[src/design/dual_uart_pkg.sv]
// shared constants and types for the dual serial port control block
`default_nettype none
package dual_uart_pkg;
// Contract
// - completion flags of both ports stay set until software clears them
// - multiprocessor enable raises receive events only for nine-bit frames with ninth bit set, or eight-bit frames with a valid stop bit
// - reception happens only while the receive enable bit is set
// - port zero nine-bit modes send the software-written ninth bit
// - port zero captures ninth received bit, or stop bit in mode 01 unfiltered
// - transmit and receive flags set at frame end and held until cleared
// - port one mode bit 0 gives nine-bit frame, 1 gives eight-bit frame
// - port one nine-bit mode sends the software-written ninth bit
// - port one captures ninth received bit, or stop bit in eight-bit unfiltered
// - power control top bit doubles the baud rate of port zero only
// - stop bit halts flash access and both ports until an external interrupt
// - idle bit halts flash access only until an internal interrupt
// - frames go least significant bit first between start and stop bits
// - port zero mode 10 runs at clock over 64, or over 32 when doubled
// - writing a transmit buffer starts sending; receive buffer holds received byte
  localparam logic [7:0] IDX_POWER = 8'h87;
  localparam logic [7:0] IDX_PORT0_CTRL = 8'h98;
  localparam logic [7:0] IDX_PORT1_CTRL = 8'h9b;
  localparam logic [7:0] IDX_TX_BUF0 = 8'ha0;
  localparam logic [7:0] IDX_RX_BUF0 = 8'ha1;
  localparam logic [7:0] IDX_TX_BUF1 = 8'ha2;
  localparam logic [7:0] IDX_RX_BUF1 = 8'ha3;
  localparam logic [7:0] IDX_RELOAD0 = 8'ha4;
  localparam logic [7:0] IDX_RELOAD1 = 8'ha5;
  localparam logic [7:0] IDX_IRQ_STATUS = 8'ha6;
  localparam logic [7:0] IDX_IRQ_MASK = 8'ha7;
  localparam int unsigned CTL_MODE_HI = 7;
  localparam int unsigned CTL_MODE_LO = 6;
  localparam int unsigned CTL_MP_EN = 5;
  localparam int unsigned CTL_RX_EN = 4;
  localparam int unsigned CTL_TX_NINTH = 3;
  localparam int unsigned CTL_RX_NINTH = 2;
  localparam int unsigned CTL_TX_DONE = 1;
  localparam int unsigned CTL_RX_DONE = 0;
  localparam int unsigned PWR_DOUBLE = 7;
  localparam int unsigned PWR_STOP = 1;
  localparam int unsigned PWR_IDLE = 0;
  localparam logic [7:0] PWR_WMASK = 8'h83;
  localparam logic [7:0] CTL1_WMASK = 8'hbf;
  localparam logic [7:0] CTRL_RESET = 8'h00;
  localparam logic [7:0] POWER_RESET = 8'h00;
  localparam logic [15:0] RELOAD_RESET = 16'h0043;
  localparam logic [3:0] OS_LAST = 4'hf;
  localparam logic [3:0] OS_MID = 4'h7;
  localparam logic [15:0] FIXED_DIV_NORMAL = 16'h0004;
  localparam logic [15:0] FIXED_DIV_DOUBLE = 16'h0002;
  localparam logic [3:0] BITS_EIGHT = 4'ha;
  localparam logic [3:0] BITS_NINE = 4'hb;
  localparam int unsigned IRQ_W = 4;
  typedef struct packed {
    logic enable;
    logic nine_bit;
    logic tx_ninth;
    logic mp_en;
    logic rx_en;
  } port_cfg_t;
  typedef struct packed {
    logic cyc;
    logic stb;
    logic we;
    logic [7:0] idx;
    logic [3:0] sel;
    logic [31:0] dat;
  } wb_req_t;
endpackage : dual_uart_pkg
`default_nettype wire

[src/design/dual_uart_serial_control.sv]
// two serial ports with control, power and interrupt registers on classic wishbone
//
// The Wishbone interface to the registers was decided locally.
`default_nettype none
module dual_uart_serial_control
  import dual_uart_pkg::*;
#(
  parameter int unsigned DIV_W = 16
)(
  input wire logic clk_i,
  input wire logic rst_i,
  input wire logic cyc_i,
  input wire logic stb_i,
  input wire logic we_i,
  input wire logic [31:0] adr_i,
  input wire logic [3:0] sel_i,
  input wire logic [31:0] dat_i,
  output logic [31:0] dat_o,
  output logic ack_o,
  input wire logic rxd0_i,
  input wire logic rxd1_i,
  output logic txd0_o,
  output logic txd1_o,
  input wire logic ext_irq_i,
  input wire logic int_irq_i,
  output logic irq_o,
  output logic flash_halt_o,
  output logic periph_halt_o
);
  // the reload high byte starts at bit 8, so narrower widths cannot be served
  if (DIV_W < 9 || DIV_W > 16) begin : g_bad_div
    $error("DIV_W must lie between 9 and 16");
  end

  wb_req_t req;
  logic ack_ff;
  logic [31:0] dat_ff;
  logic [7:0] power_ff;
  logic [7:0] ctl_ff [2];
  logic [7:0] rxbuf_ff [2];
  logic [DIV_W-1:0] reload_ff [2];
  logic [IRQ_W-1:0] irq_stat_ff;
  logic [IRQ_W-1:0] irq_mask_ff;
  logic irq_ff;
  logic flash_halt_ff;
  logic periph_halt_ff;
  logic [1:0] wake_sync_ff;
  logic wr_acc;
  port_cfg_t cfg [2];
  logic [DIV_W-1:0] limit [2];
  logic tick [2];
  logic tx_start [2];
  logic tx_evt [2];
  logic tx_busy [2];
  logic rx_evt [2];
  logic rx_ninth_val [2];
  logic [7:0] rx_data_val [2];
  logic [1:0] rxd_pin;
  logic txd_ff [2];
  logic [9:0] tx_shift_dbg [2];
  logic [3:0] tx_bits_dbg [2];

  assign req = '{cyc: cyc_i, stb: stb_i, we: we_i, idx: adr_i[9:2], sel: sel_i, dat: dat_i};
  // writes land on the edge where the master sees ack, matching its view
  assign wr_acc = req.cyc && req.stb && req.we && ack_ff;
  assign rxd_pin = {rxd1_i, rxd0_i};
  assign ack_o = ack_ff;
  assign dat_o = dat_ff;
  assign irq_o = irq_ff;
  assign txd0_o = txd_ff[0];
  assign txd1_o = txd_ff[1];
  assign flash_halt_o = flash_halt_ff;
  assign periph_halt_o = periph_halt_ff;

  always_comb
  begin
    cfg[0].enable = ctl_ff[0][CTL_MODE_HI] | ctl_ff[0][CTL_MODE_LO];
    cfg[0].nine_bit = ctl_ff[0][CTL_MODE_HI];
    cfg[1].enable = 1'b1;
    cfg[1].nine_bit = ~ctl_ff[1][CTL_MODE_HI];
    for (int p = 0; p < 2; p++)
    begin
      cfg[p].tx_ninth = ctl_ff[p][CTL_TX_NINTH];
      cfg[p].mp_en = ctl_ff[p][CTL_MP_EN];
      cfg[p].rx_en = ctl_ff[p][CTL_RX_EN];
    end
    // port one has no doubling; its rate comes only from its reload
    if (ctl_ff[0][CTL_MODE_HI] && !ctl_ff[0][CTL_MODE_LO])
      limit[0] = power_ff[PWR_DOUBLE] ? FIXED_DIV_DOUBLE[DIV_W-1:0] : FIXED_DIV_NORMAL[DIV_W-1:0];
    else
      limit[0] = power_ff[PWR_DOUBLE] ? (reload_ff[0] >> 1) : reload_ff[0];
    limit[1] = reload_ff[1];
  end

  always_ff @(posedge clk_i)
  begin
    if (rst_i)
    begin
      ack_ff <= 1'b0;
      dat_ff <= 32'h0000_0000;
    end
    else
    begin
      ack_ff <= req.cyc && req.stb && !ack_ff;
      dat_ff <= 32'h0000_0000;
      if (req.idx == IDX_POWER)
        dat_ff[7:0] <= power_ff & PWR_WMASK;
      else if (req.idx == IDX_PORT0_CTRL)
        dat_ff[7:0] <= ctl_ff[0];
      else if (req.idx == IDX_PORT1_CTRL)
        dat_ff[7:0] <= ctl_ff[1] & CTL1_WMASK;
      else if (req.idx == IDX_RX_BUF0)
        dat_ff[7:0] <= rxbuf_ff[0];
      else if (req.idx == IDX_RX_BUF1)
        dat_ff[7:0] <= rxbuf_ff[1];
      else if (req.idx == IDX_RELOAD0)
        dat_ff[DIV_W-1:0] <= reload_ff[0];
      else if (req.idx == IDX_RELOAD1)
        dat_ff[DIV_W-1:0] <= reload_ff[1];
      else if (req.idx == IDX_IRQ_STATUS)
        dat_ff[IRQ_W-1:0] <= irq_stat_ff;
      else if (req.idx == IDX_IRQ_MASK)
        dat_ff[IRQ_W-1:0] <= irq_mask_ff;
    end
  end

  always_ff @(posedge clk_i)
  begin
    if (rst_i)
    begin
      wake_sync_ff <= 2'b00;
      power_ff <= POWER_RESET;
      flash_halt_ff <= 1'b0;
      periph_halt_ff <= 1'b0;
    end
    else
    begin
      wake_sync_ff <= {wake_sync_ff[0], ext_irq_i};
      if (wr_acc && req.idx == IDX_POWER && req.sel[0])
        power_ff <= req.dat[7:0] & PWR_WMASK;
      if (wake_sync_ff[1])
        power_ff[PWR_STOP] <= 1'b0;
      if (int_irq_i)
        power_ff[PWR_IDLE] <= 1'b0;
      flash_halt_ff <= power_ff[PWR_STOP] | power_ff[PWR_IDLE];
      periph_halt_ff <= power_ff[PWR_STOP];
    end
  end

  always_ff @(posedge clk_i)
  begin
    if (rst_i)
    begin
      ctl_ff[0] <= CTRL_RESET;
      ctl_ff[1] <= CTRL_RESET;
      rxbuf_ff[0] <= 8'h00;
      rxbuf_ff[1] <= 8'h00;
      reload_ff[0] <= RELOAD_RESET[DIV_W-1:0];
      reload_ff[1] <= RELOAD_RESET[DIV_W-1:0];
    end
    else
    begin
      for (int p = 0; p < 2; p++)
      begin
        if (wr_acc && req.sel[0] && req.idx == (p == 0 ? IDX_PORT0_CTRL : IDX_PORT1_CTRL))
          ctl_ff[p] <= req.dat[7:0] & (p == 0 ? 8'hff : CTL1_WMASK);
        if (wr_acc && req.idx == (p == 0 ? IDX_RELOAD0 : IDX_RELOAD1))
        begin
          if (req.sel[0])
            reload_ff[p][7:0] <= req.dat[7:0];
          if (req.sel[1])
            reload_ff[p][DIV_W-1:8] <= req.dat[DIV_W-1:8];
        end
        // hardware set wins over a same-cycle software clear
        if (tx_evt[p])
          ctl_ff[p][CTL_TX_DONE] <= 1'b1;
        if (rx_evt[p])
        begin
          ctl_ff[p][CTL_RX_DONE] <= 1'b1;
          ctl_ff[p][CTL_RX_NINTH] <= rx_ninth_val[p];
          rxbuf_ff[p] <= rx_data_val[p];
        end
      end
    end
  end

  always_ff @(posedge clk_i)
  begin
    if (rst_i)
    begin
      irq_stat_ff <= '0;
      irq_mask_ff <= '0;
      irq_ff <= 1'b0;
    end
    else
    begin
      if (wr_acc && req.sel[0] && req.idx == IDX_IRQ_MASK)
        irq_mask_ff <= req.dat[IRQ_W-1:0];
      irq_stat_ff <= (irq_stat_ff & ~((wr_acc && req.sel[0] && req.idx == IDX_IRQ_STATUS) ?
        req.dat[IRQ_W-1:0] : '0)) | {rx_evt[1], tx_evt[1], rx_evt[0], tx_evt[0]};
      irq_ff <= |(irq_stat_ff & irq_mask_ff);
    end
  end

  for (genvar p = 0; p < 2; p++) begin : g_port
    logic [DIV_W-1:0] div_cnt_ff;
    logic [10:0] tx_shift_ff;
    logic [3:0] tx_bits_ff;
    logic [3:0] tx_os_ff;
    logic tx_busy_ff;
    logic [2:0] rx_sync_ff;
    logic rx_busy_ff;
    logic [3:0] rx_os_ff;
    logic [3:0] rx_cnt_ff;
    logic [9:0] rx_shift_ff;
    logic rx_evt_ff;
    logic [3:0] rx_need;

    assign tx_start[p] = wr_acc && req.sel[0] && req.idx == (p == 0 ? IDX_TX_BUF0 : IDX_TX_BUF1)
      && cfg[p].enable && !tx_busy_ff && !power_ff[PWR_STOP];
    assign tx_busy[p] = tx_busy_ff;
    assign tx_shift_dbg[p] = tx_shift_ff[9:0];
    assign tx_bits_dbg[p] = tx_bits_ff;
    assign rx_need = cfg[p].nine_bit ? 4'ha : 4'h9;
    assign rx_evt[p] = rx_evt_ff;

    // the stop bit freezes the divider, which halts both engines mid-frame
    always_ff @(posedge clk_i)
    begin
      if (rst_i)
        div_cnt_ff <= '0;
      else if (!power_ff[PWR_STOP])
        div_cnt_ff <= (div_cnt_ff + 1'b1 >= limit[p]) ? '0 : div_cnt_ff + 1'b1;
    end
    assign tick[p] = !power_ff[PWR_STOP] && (div_cnt_ff + 1'b1 >= limit[p]);

    always_ff @(posedge clk_i)
    begin
      if (rst_i)
      begin
        tx_busy_ff <= 1'b0;
        tx_shift_ff <= '1;
        tx_bits_ff <= 4'h0;
        tx_os_ff <= 4'h0;
        txd_ff[p] <= 1'b1;
        tx_evt[p] <= 1'b0;
      end
      else
      begin
        tx_evt[p] <= 1'b0;
        if (tx_start[p])
        begin
          tx_busy_ff <= 1'b1;
          tx_os_ff <= 4'h0;
          txd_ff[p] <= 1'b0;
          if (cfg[p].nine_bit)
          begin
            tx_shift_ff <= {1'b1, cfg[p].tx_ninth, req.dat[7:0], 1'b0};
            tx_bits_ff <= BITS_NINE;
          end
          else
          begin
            tx_shift_ff <= {2'b11, req.dat[7:0], 1'b0};
            tx_bits_ff <= BITS_EIGHT;
          end
        end
        else if (tx_busy_ff && tick[p])
        begin
          tx_os_ff <= tx_os_ff + 1'b1;
          if (tx_os_ff == OS_LAST)
          begin
            if (tx_bits_ff == 4'h1)
            begin
              tx_busy_ff <= 1'b0;
              tx_evt[p] <= 1'b1;
              txd_ff[p] <= 1'b1;
            end
            else
            begin
              tx_shift_ff <= {1'b1, tx_shift_ff[10:1]};
              txd_ff[p] <= tx_shift_ff[1];
              tx_bits_ff <= tx_bits_ff - 1'b1;
            end
          end
        end
      end
    end

    always_comb
    begin
      rx_data_val[p] = cfg[p].nine_bit ? rx_shift_ff[7:0] : rx_shift_ff[8:1];
      // eight-bit frames put the stop bit where the ninth bit would be
      rx_ninth_val[p] = cfg[p].nine_bit ? rx_shift_ff[8] : rx_shift_ff[9];
    end

    always_ff @(posedge clk_i)
    begin
      if (rst_i)
      begin
        rx_sync_ff <= 3'b111;
        rx_busy_ff <= 1'b0;
        rx_os_ff <= 4'h0;
        rx_cnt_ff <= 4'h0;
        rx_shift_ff <= '0;
        rx_evt_ff <= 1'b0;
      end
      else
      begin
        rx_sync_ff <= {rx_sync_ff[1:0], rxd_pin[p]};
        rx_evt_ff <= 1'b0;
        if (!rx_busy_ff)
        begin
          if (rx_sync_ff[2] && !rx_sync_ff[1] && cfg[p].rx_en && cfg[p].enable && !power_ff[PWR_STOP])
          begin
            rx_busy_ff <= 1'b1;
            rx_os_ff <= 4'h0;
            rx_cnt_ff <= 4'h0;
          end
        end
        else if (!cfg[p].rx_en)
          rx_busy_ff <= 1'b0;
        else if (tick[p])
        begin
          rx_os_ff <= rx_os_ff + 1'b1;
          if (rx_os_ff == OS_MID)
          begin
            rx_cnt_ff <= rx_cnt_ff + 1'b1;
            if (rx_cnt_ff == 4'h0)
            begin
              if (rx_sync_ff[2])
                rx_busy_ff <= 1'b0;
            end
            else
              rx_shift_ff <= {rx_sync_ff[2], rx_shift_ff[9:1]};
            if (rx_cnt_ff == rx_need)
            begin
              rx_busy_ff <= 1'b0;
              // filtering: nine-bit needs ninth set, eight-bit needs a valid stop
              // the ninth bit sits at the top of the shifter before the stop is taken
              rx_evt_ff <= !cfg[p].mp_en || (cfg[p].nine_bit ? rx_shift_ff[9] : rx_sync_ff[2]);
            end
          end
        end
      end
    end
  end

  AST_FLAG_HELD: assert property (@(posedge clk_i) disable iff (rst_i)
    ctl_ff[0][CTL_TX_DONE] && !(wr_acc && req.idx == IDX_PORT0_CTRL) |=> ctl_ff[0][CTL_TX_DONE])
    else $error("port zero transmit flag dropped without a write");
  AST_MODE00_NO_TX: assert property (@(posedge clk_i) disable iff (rst_i)
    !ctl_ff[0][CTL_MODE_HI] && !ctl_ff[0][CTL_MODE_LO] && !tx_busy[0] |=> !tx_busy[0])
    else $error("port zero sent in unsupported mode");
  AST_MP_FILTER: assert property (@(posedge clk_i) disable iff (rst_i)
    rx_evt[1] && cfg[1].nine_bit && cfg[1].mp_en |-> rx_ninth_val[1])
    else $error("filtered frame without ninth bit raised an event");
  AST_RX_ENABLE: assert property (@(posedge clk_i) disable iff (rst_i)
    rx_evt[0] |-> $past(cfg[0].rx_en))
    else $error("frame received while reception disabled");
  AST_TX_NINTH: assert property (@(posedge clk_i) disable iff (rst_i)
    tx_start[0] && cfg[0].nine_bit |=> tx_shift_dbg[0][9] == $past(cfg[0].tx_ninth) && tx_bits_dbg[0] == 4'hb)
    else $error("ninth transmit bit not loaded");
  AST_RX_NINTH: assert property (@(posedge clk_i) disable iff (rst_i)
    rx_evt[0] |=> ctl_ff[0][CTL_RX_NINTH] == $past(rx_ninth_val[0]) && ctl_ff[0][CTL_RX_DONE])
    else $error("ninth receive bit not captured");
  AST_TX_DONE: assert property (@(posedge clk_i) disable iff (rst_i)
    tx_evt[1] |=> ctl_ff[1][CTL_TX_DONE] ##1 irq_stat_ff[2])
    else $error("port one transmit completion not recorded");
  AST_P1_EIGHT: assert property (@(posedge clk_i) disable iff (rst_i)
    tx_start[1] && ctl_ff[1][CTL_MODE_HI] |=> tx_bits_dbg[1] == 4'ha && !txd_ff[1])
    else $error("port one eight-bit frame length wrong");
  AST_DOUBLE: assert property (@(posedge clk_i) disable iff (rst_i)
    ctl_ff[0][CTL_MODE_LO] && power_ff[PWR_DOUBLE] |-> limit[0] == (reload_ff[0] >> 1))
    else $error("doubling did not halve the divisor");
  AST_STOP_HALT: assert property (@(posedge clk_i) disable iff (rst_i)
    power_ff[PWR_STOP] |-> !tick[0] && !tick[1] ##1 periph_halt_o && flash_halt_o)
    else $error("ports ran during stop");
  AST_FIXED_RATE: assert property (@(posedge clk_i) disable iff (rst_i)
    ctl_ff[0][7:6] == 2'b10 && !power_ff[PWR_DOUBLE] |-> limit[0] == 16'h0004)
    else $error("fixed rate divisor wrong");
  AST_PWR_UNUSED: assert property (@(posedge clk_i) disable iff (rst_i)
    wr_acc && req.idx == IDX_POWER |=> power_ff[6:2] == 5'h00)
    else $error("unused power bits took a write");
  COV_TX0: cover property (@(posedge clk_i) disable iff (rst_i) tx_evt[0]);
  COV_RX1: cover property (@(posedge clk_i) disable iff (rst_i) rx_evt[1]);
  COV_IRQ: cover property (@(posedge clk_i) disable iff (rst_i) $rose(irq_o));
  COV_WAKE: cover property (@(posedge clk_i) disable iff (rst_i) $fell(periph_halt_o));
endmodule : dual_uart_serial_control
`default_nettype wire

[config.mk]
export PLATFORM = sky130hd
export DESIGN_NAME = dual_uart_serial_control
export DESIGN_NICKNAME = d
export VERILOG_FILES = /design/src/design/dual_uart_pkg.sv /design/src/design/dual_uart_serial_control.sv
export SDC_FILE = /design/constraint.sdc
export NUM_CORES = 1
export LEC_CHECK = 0
export BUFFER_PORTS_ARGS = -buffer_cell sky130_fd_sc_hd__buf_2
export CAP_MARGIN = 20
export CORE_ASPECT_RATIO = 0.6
export CORE_MARGIN = 3
export CORE_UTILIZATION = 46
export DETAILED_ROUTE_END_ITERATION = 8
export GPL_TIMING_DRIVEN = 0
export MAX_ROUTING_LAYER = met4
export PLACE_DENSITY = 0.61
export SYNTH_ARGS = -nofsm -noshare
export SYNTH_HDL_FRONTEND = slang
export SYNTH_SLANG_ARGS = --single-unit
[constraint.sdc]
create_clock -name clk_i -period 7.87 [get_ports clk_i]
set_clock_uncertainty 0.15 [all_clocks]
set_input_delay 0.3935 -clock clk_i [delete_from_list [all_inputs] [get_ports clk_i]]
set_output_delay 0.3935 -clock clk_i [all_outputs]
set_load 0.01 [all_outputs]
==> flow_summary.json <==
{
  "outcome": "complete, no violations",
  "synth_area_leaders": "dfxtp_1 (28%), edfxtp_1 (17%), ha_1 (5.3%), mux2i_1 (4.5%), nor2_1 (4.4%)",
  "p_seq_share_pct": 51.1,
  "dp_hpwl_um": 22770,
  "yosysSeqAreaShare_pct": 45.40,
  "internal-power_mw": 1.748,
  "start_kind": "flop",
  "cp.required_ns": 7.94,
  "power_frac_comb_pct": 5.7,
  "min_from": "dat_i[9]",
  "finalHoldViolations": 0,
  "rows": 42,
  "fin_area_um2": 12270,
  "worstSkewPairLatency_ns": 0.53,
  "hold_path_depth": 2,
  "layout_min_cycle_time_ns": 4.130,
  "vias": 8737,
  "cts_buffer_depth": 3,
  "reg2reg_depth": 14,
  "gp_congestion": 0.9409,
  "synth_edf_count": 62,
  "n_fill_cell": 2076,
  "cts_buffers": 21,
  "p_sw_uw": 539.6,
  "ir_drop_uv": 130.6,
  "drive_above_1_share_pct": 13.63,
  "swShare_pct": 23.59,
  "yosys.area.top_type_share_pct": 28.17,
  "cts-root-buf": "clkbuf_16",
  "critPathMaxFanout": 9,
  "ys_dominant_reg_cell": "dfxtp_1",
  "firstDrtPassIters": 5,
  "syn_avg_cell_area_um2": 9.569,
  "ctsResizeCount": 0,
  "syn_inst": 1129,
  "path_class": "reg2reg",
  "drt_wl_total_um": 30700,
  "final_core_util_pct": 54.41,
  "cp_num_cells": 14,
  "crit_family": "simple AND/OR/NAND/NOR gates",
  "synth_top_area_cell": "dfxtp_1",
  "power.leakage_nw": 4.868,
  "rr_startpoint": "g_port[0].div_cnt_ff[0]$_SDFFE_PP0N_",
  "fin_crit_sh_pct": 52.47,
  "grt_pass1_wl_um": 47350,
  "synth_most_common_cell": "dfxtp_1",
  "grt_max_degree": 15,
  "placed_area_um2": 11510,
  "power_frac_clock_pct": 43.2,
  "drv_slew": 0,
  "synth_common_cells": "dfxtp_1 (152), nor2_1 (127), nand2_1 (77)",
  "dr.first_iter.drc_count": 872,
  "viasPerCell": 5.619,
  "io_buffers": 51,
  "fin_hold_ws_ns": 0.01466,
  "cts_tree": "built",
  "antenna_found_initial": 0,
  "critPathCaptureType": "flop",
  "syn2layout_area_growth_pct": 13.54,
  "drc": 0,
  "worst_pin_slew_ns": 0.9287,
  "arrival_ns": 4.20,
  "synth_area_um2": 10800,
  "postRouteAntennaNets": 0,
  "htreeDepth": 1,
  "grt_pass1_vias": 8041,
  "crit_chain": "ha_1, and2_0, nand3_1, inv_1, nand3_1, xnor2_1, ha_1, nand4_1, nor3_2, o211ai_2, a31oi_4, nand2_1, nor2_1, o21ai_0",
  "dieArea_um2": 25420,
  "pre_cts_slack_ns": 3.778,
  "async_flop_share_pct": 0,
  "die_h_um": 124.7,
  "finalSetupViolCount": 0,
  "slowest_delay_ns": 0.47,
  "crit_slowest_cell": "dfxtp_1",
  "core_um2": 22540,
  "clk_pin_slew_ns": 0.07,
  "worst_slack_ns": 3.740,
  "start_util_pct": 47.92,
  "power_density_nw_per_um2": 186.5,
  "r2r_slack_ns": 3.74,
  "critPathBufInv": 1,
  "rsz0062_at_grt": "no",
  "yosys_register_bits": 214,
  "avgRoutedWirePerCell_um": 19.74,
  "synth_warnings": 0,
  "yosys.cell_types.count": 74,
  "grt_usage_pct": 24.58,
  "min_path_type": "in2reg",
  "diodes": 0,
  "critPathLaunch": "g_port[0].div_cnt_ff[0]$_SDFFE_PP0N_",
  "fin_nets": 1355,
  "maxSlewHeadroom_pct": 38.09,
  "die-width_um": 203.8,
  "grt_overflow_total": 0,
  "clock-sinks": 214,
  "clock.fmax_ghz": 0.2421,
  "tns_ns": 0,
  "io_pins": 115,
  "drv_cap": 0
}
metal layers:
metal  routed length (um)  vias up  global-route usage, %  part of all wire (%)
li1                     -     4241                      -                     -
met4                  459        0                  3.437                   1.5
met2                11780      305                  31.62                    38
met5                    0        -                      -                     0
met3                 2534       37                  4.832                   8.3
met1                15930     4154                  39.73                    52
metrics by stage:
stage          power [mW]  instances
2_1_floorplan       1.264       1144
3_3_place_gp        1.313       1503
3_5_place_dp        1.314       1505
4_1_cts             2.298       1553
5_1_grt             2.357       1555
6_report            2.288       1555
registers in the layout, indices dropped and copies added (netlist names), 15 cells and up:
register and flops:
rxbuf_ff 16, reload_ff 32, g_port.rx_shift_ff 20, dat_o 16, g_port.tx_shift_ff 18, ctl_ff 15
g_port.div_cnt_ff 32
worst paths after layout:
path,to
worst min register to register,power_ff[1]$_SDFFE_PP0P_
worst min-delay path,reload_ff[0][9]$_SDFFCE_PP0P_
worst max register to register,txd_ff[0]$_DFFE_PP_
worst max-delay path,txd_ff[0]$_DFFE_PP_
repair_timing:
action	4_1_cts	5_1_grt
endpoints found under the hold margin	10	0
hold buffers	10	0
buffers inserted	0	0
cell families (layout without fill, tap and decap cells):
group	Yosys count	in the layout	synth area share, %
flops	214	214	45.40
fa+ha+maj	46	46	5.328
buf+inv	116	219	5.003
compound gates	211	211	14.01
xor+xnor	45	45	3.648
simple gates	430	430	19.94
other cells	1	16	0.03471
mux	66	66	6.625
power groups by stage:
stage / clock (mW) / combinational, mW / sequential [mW]
after detailed placement: 0 / 0.123 / 1.19
after global routing: 1.05 / 0.142 / 1.17
after global placement: 0 / 0.121 / 1.19
after CTS: 1.00 / 0.127 / 1.17
after floorplan: 0 / 0.0807 / 1.18
final: 0.989 / 0.130 / 1.17
cell usage in the layout, fill, tap and decap left out, types with 40 or more instances in the layout:
| cell | count |
|---|---|
| a21oi_1 | 50 |
| buf_2 | 65 |
| clkbuf_1 | 46 |
| dfxtp_1 | 152 |
| edfxtp_1 | 62 |
| ha_1 | 46 |
| inv_1 | 40 |
| mux2i_1 | 49 |
| nand2_1 | 77 |
| nand3_1 | 41 |
| nor2_1 | 127 |
layout make-up:
type | count | area, um2 | share of cell area (%)
Timing Repair Buffer | 65 | 377.9 | 3.081
Buffer | 76 | 390.4 | 3.183
Clock inverter | 4 | 48.80 | 0.3978
Tap cell | 308 | 385.4 | 3.142
Clock buffer | 34 | 594.3 | 4.845
Inverter | 40 | 150.1 | 1.224
Sequential cell | 214 | 4905 | 39.99
Multi-Input combinational cell | 814 | 5414 | 44.14
Note: power is estimated with default switching activity, not from simulation.
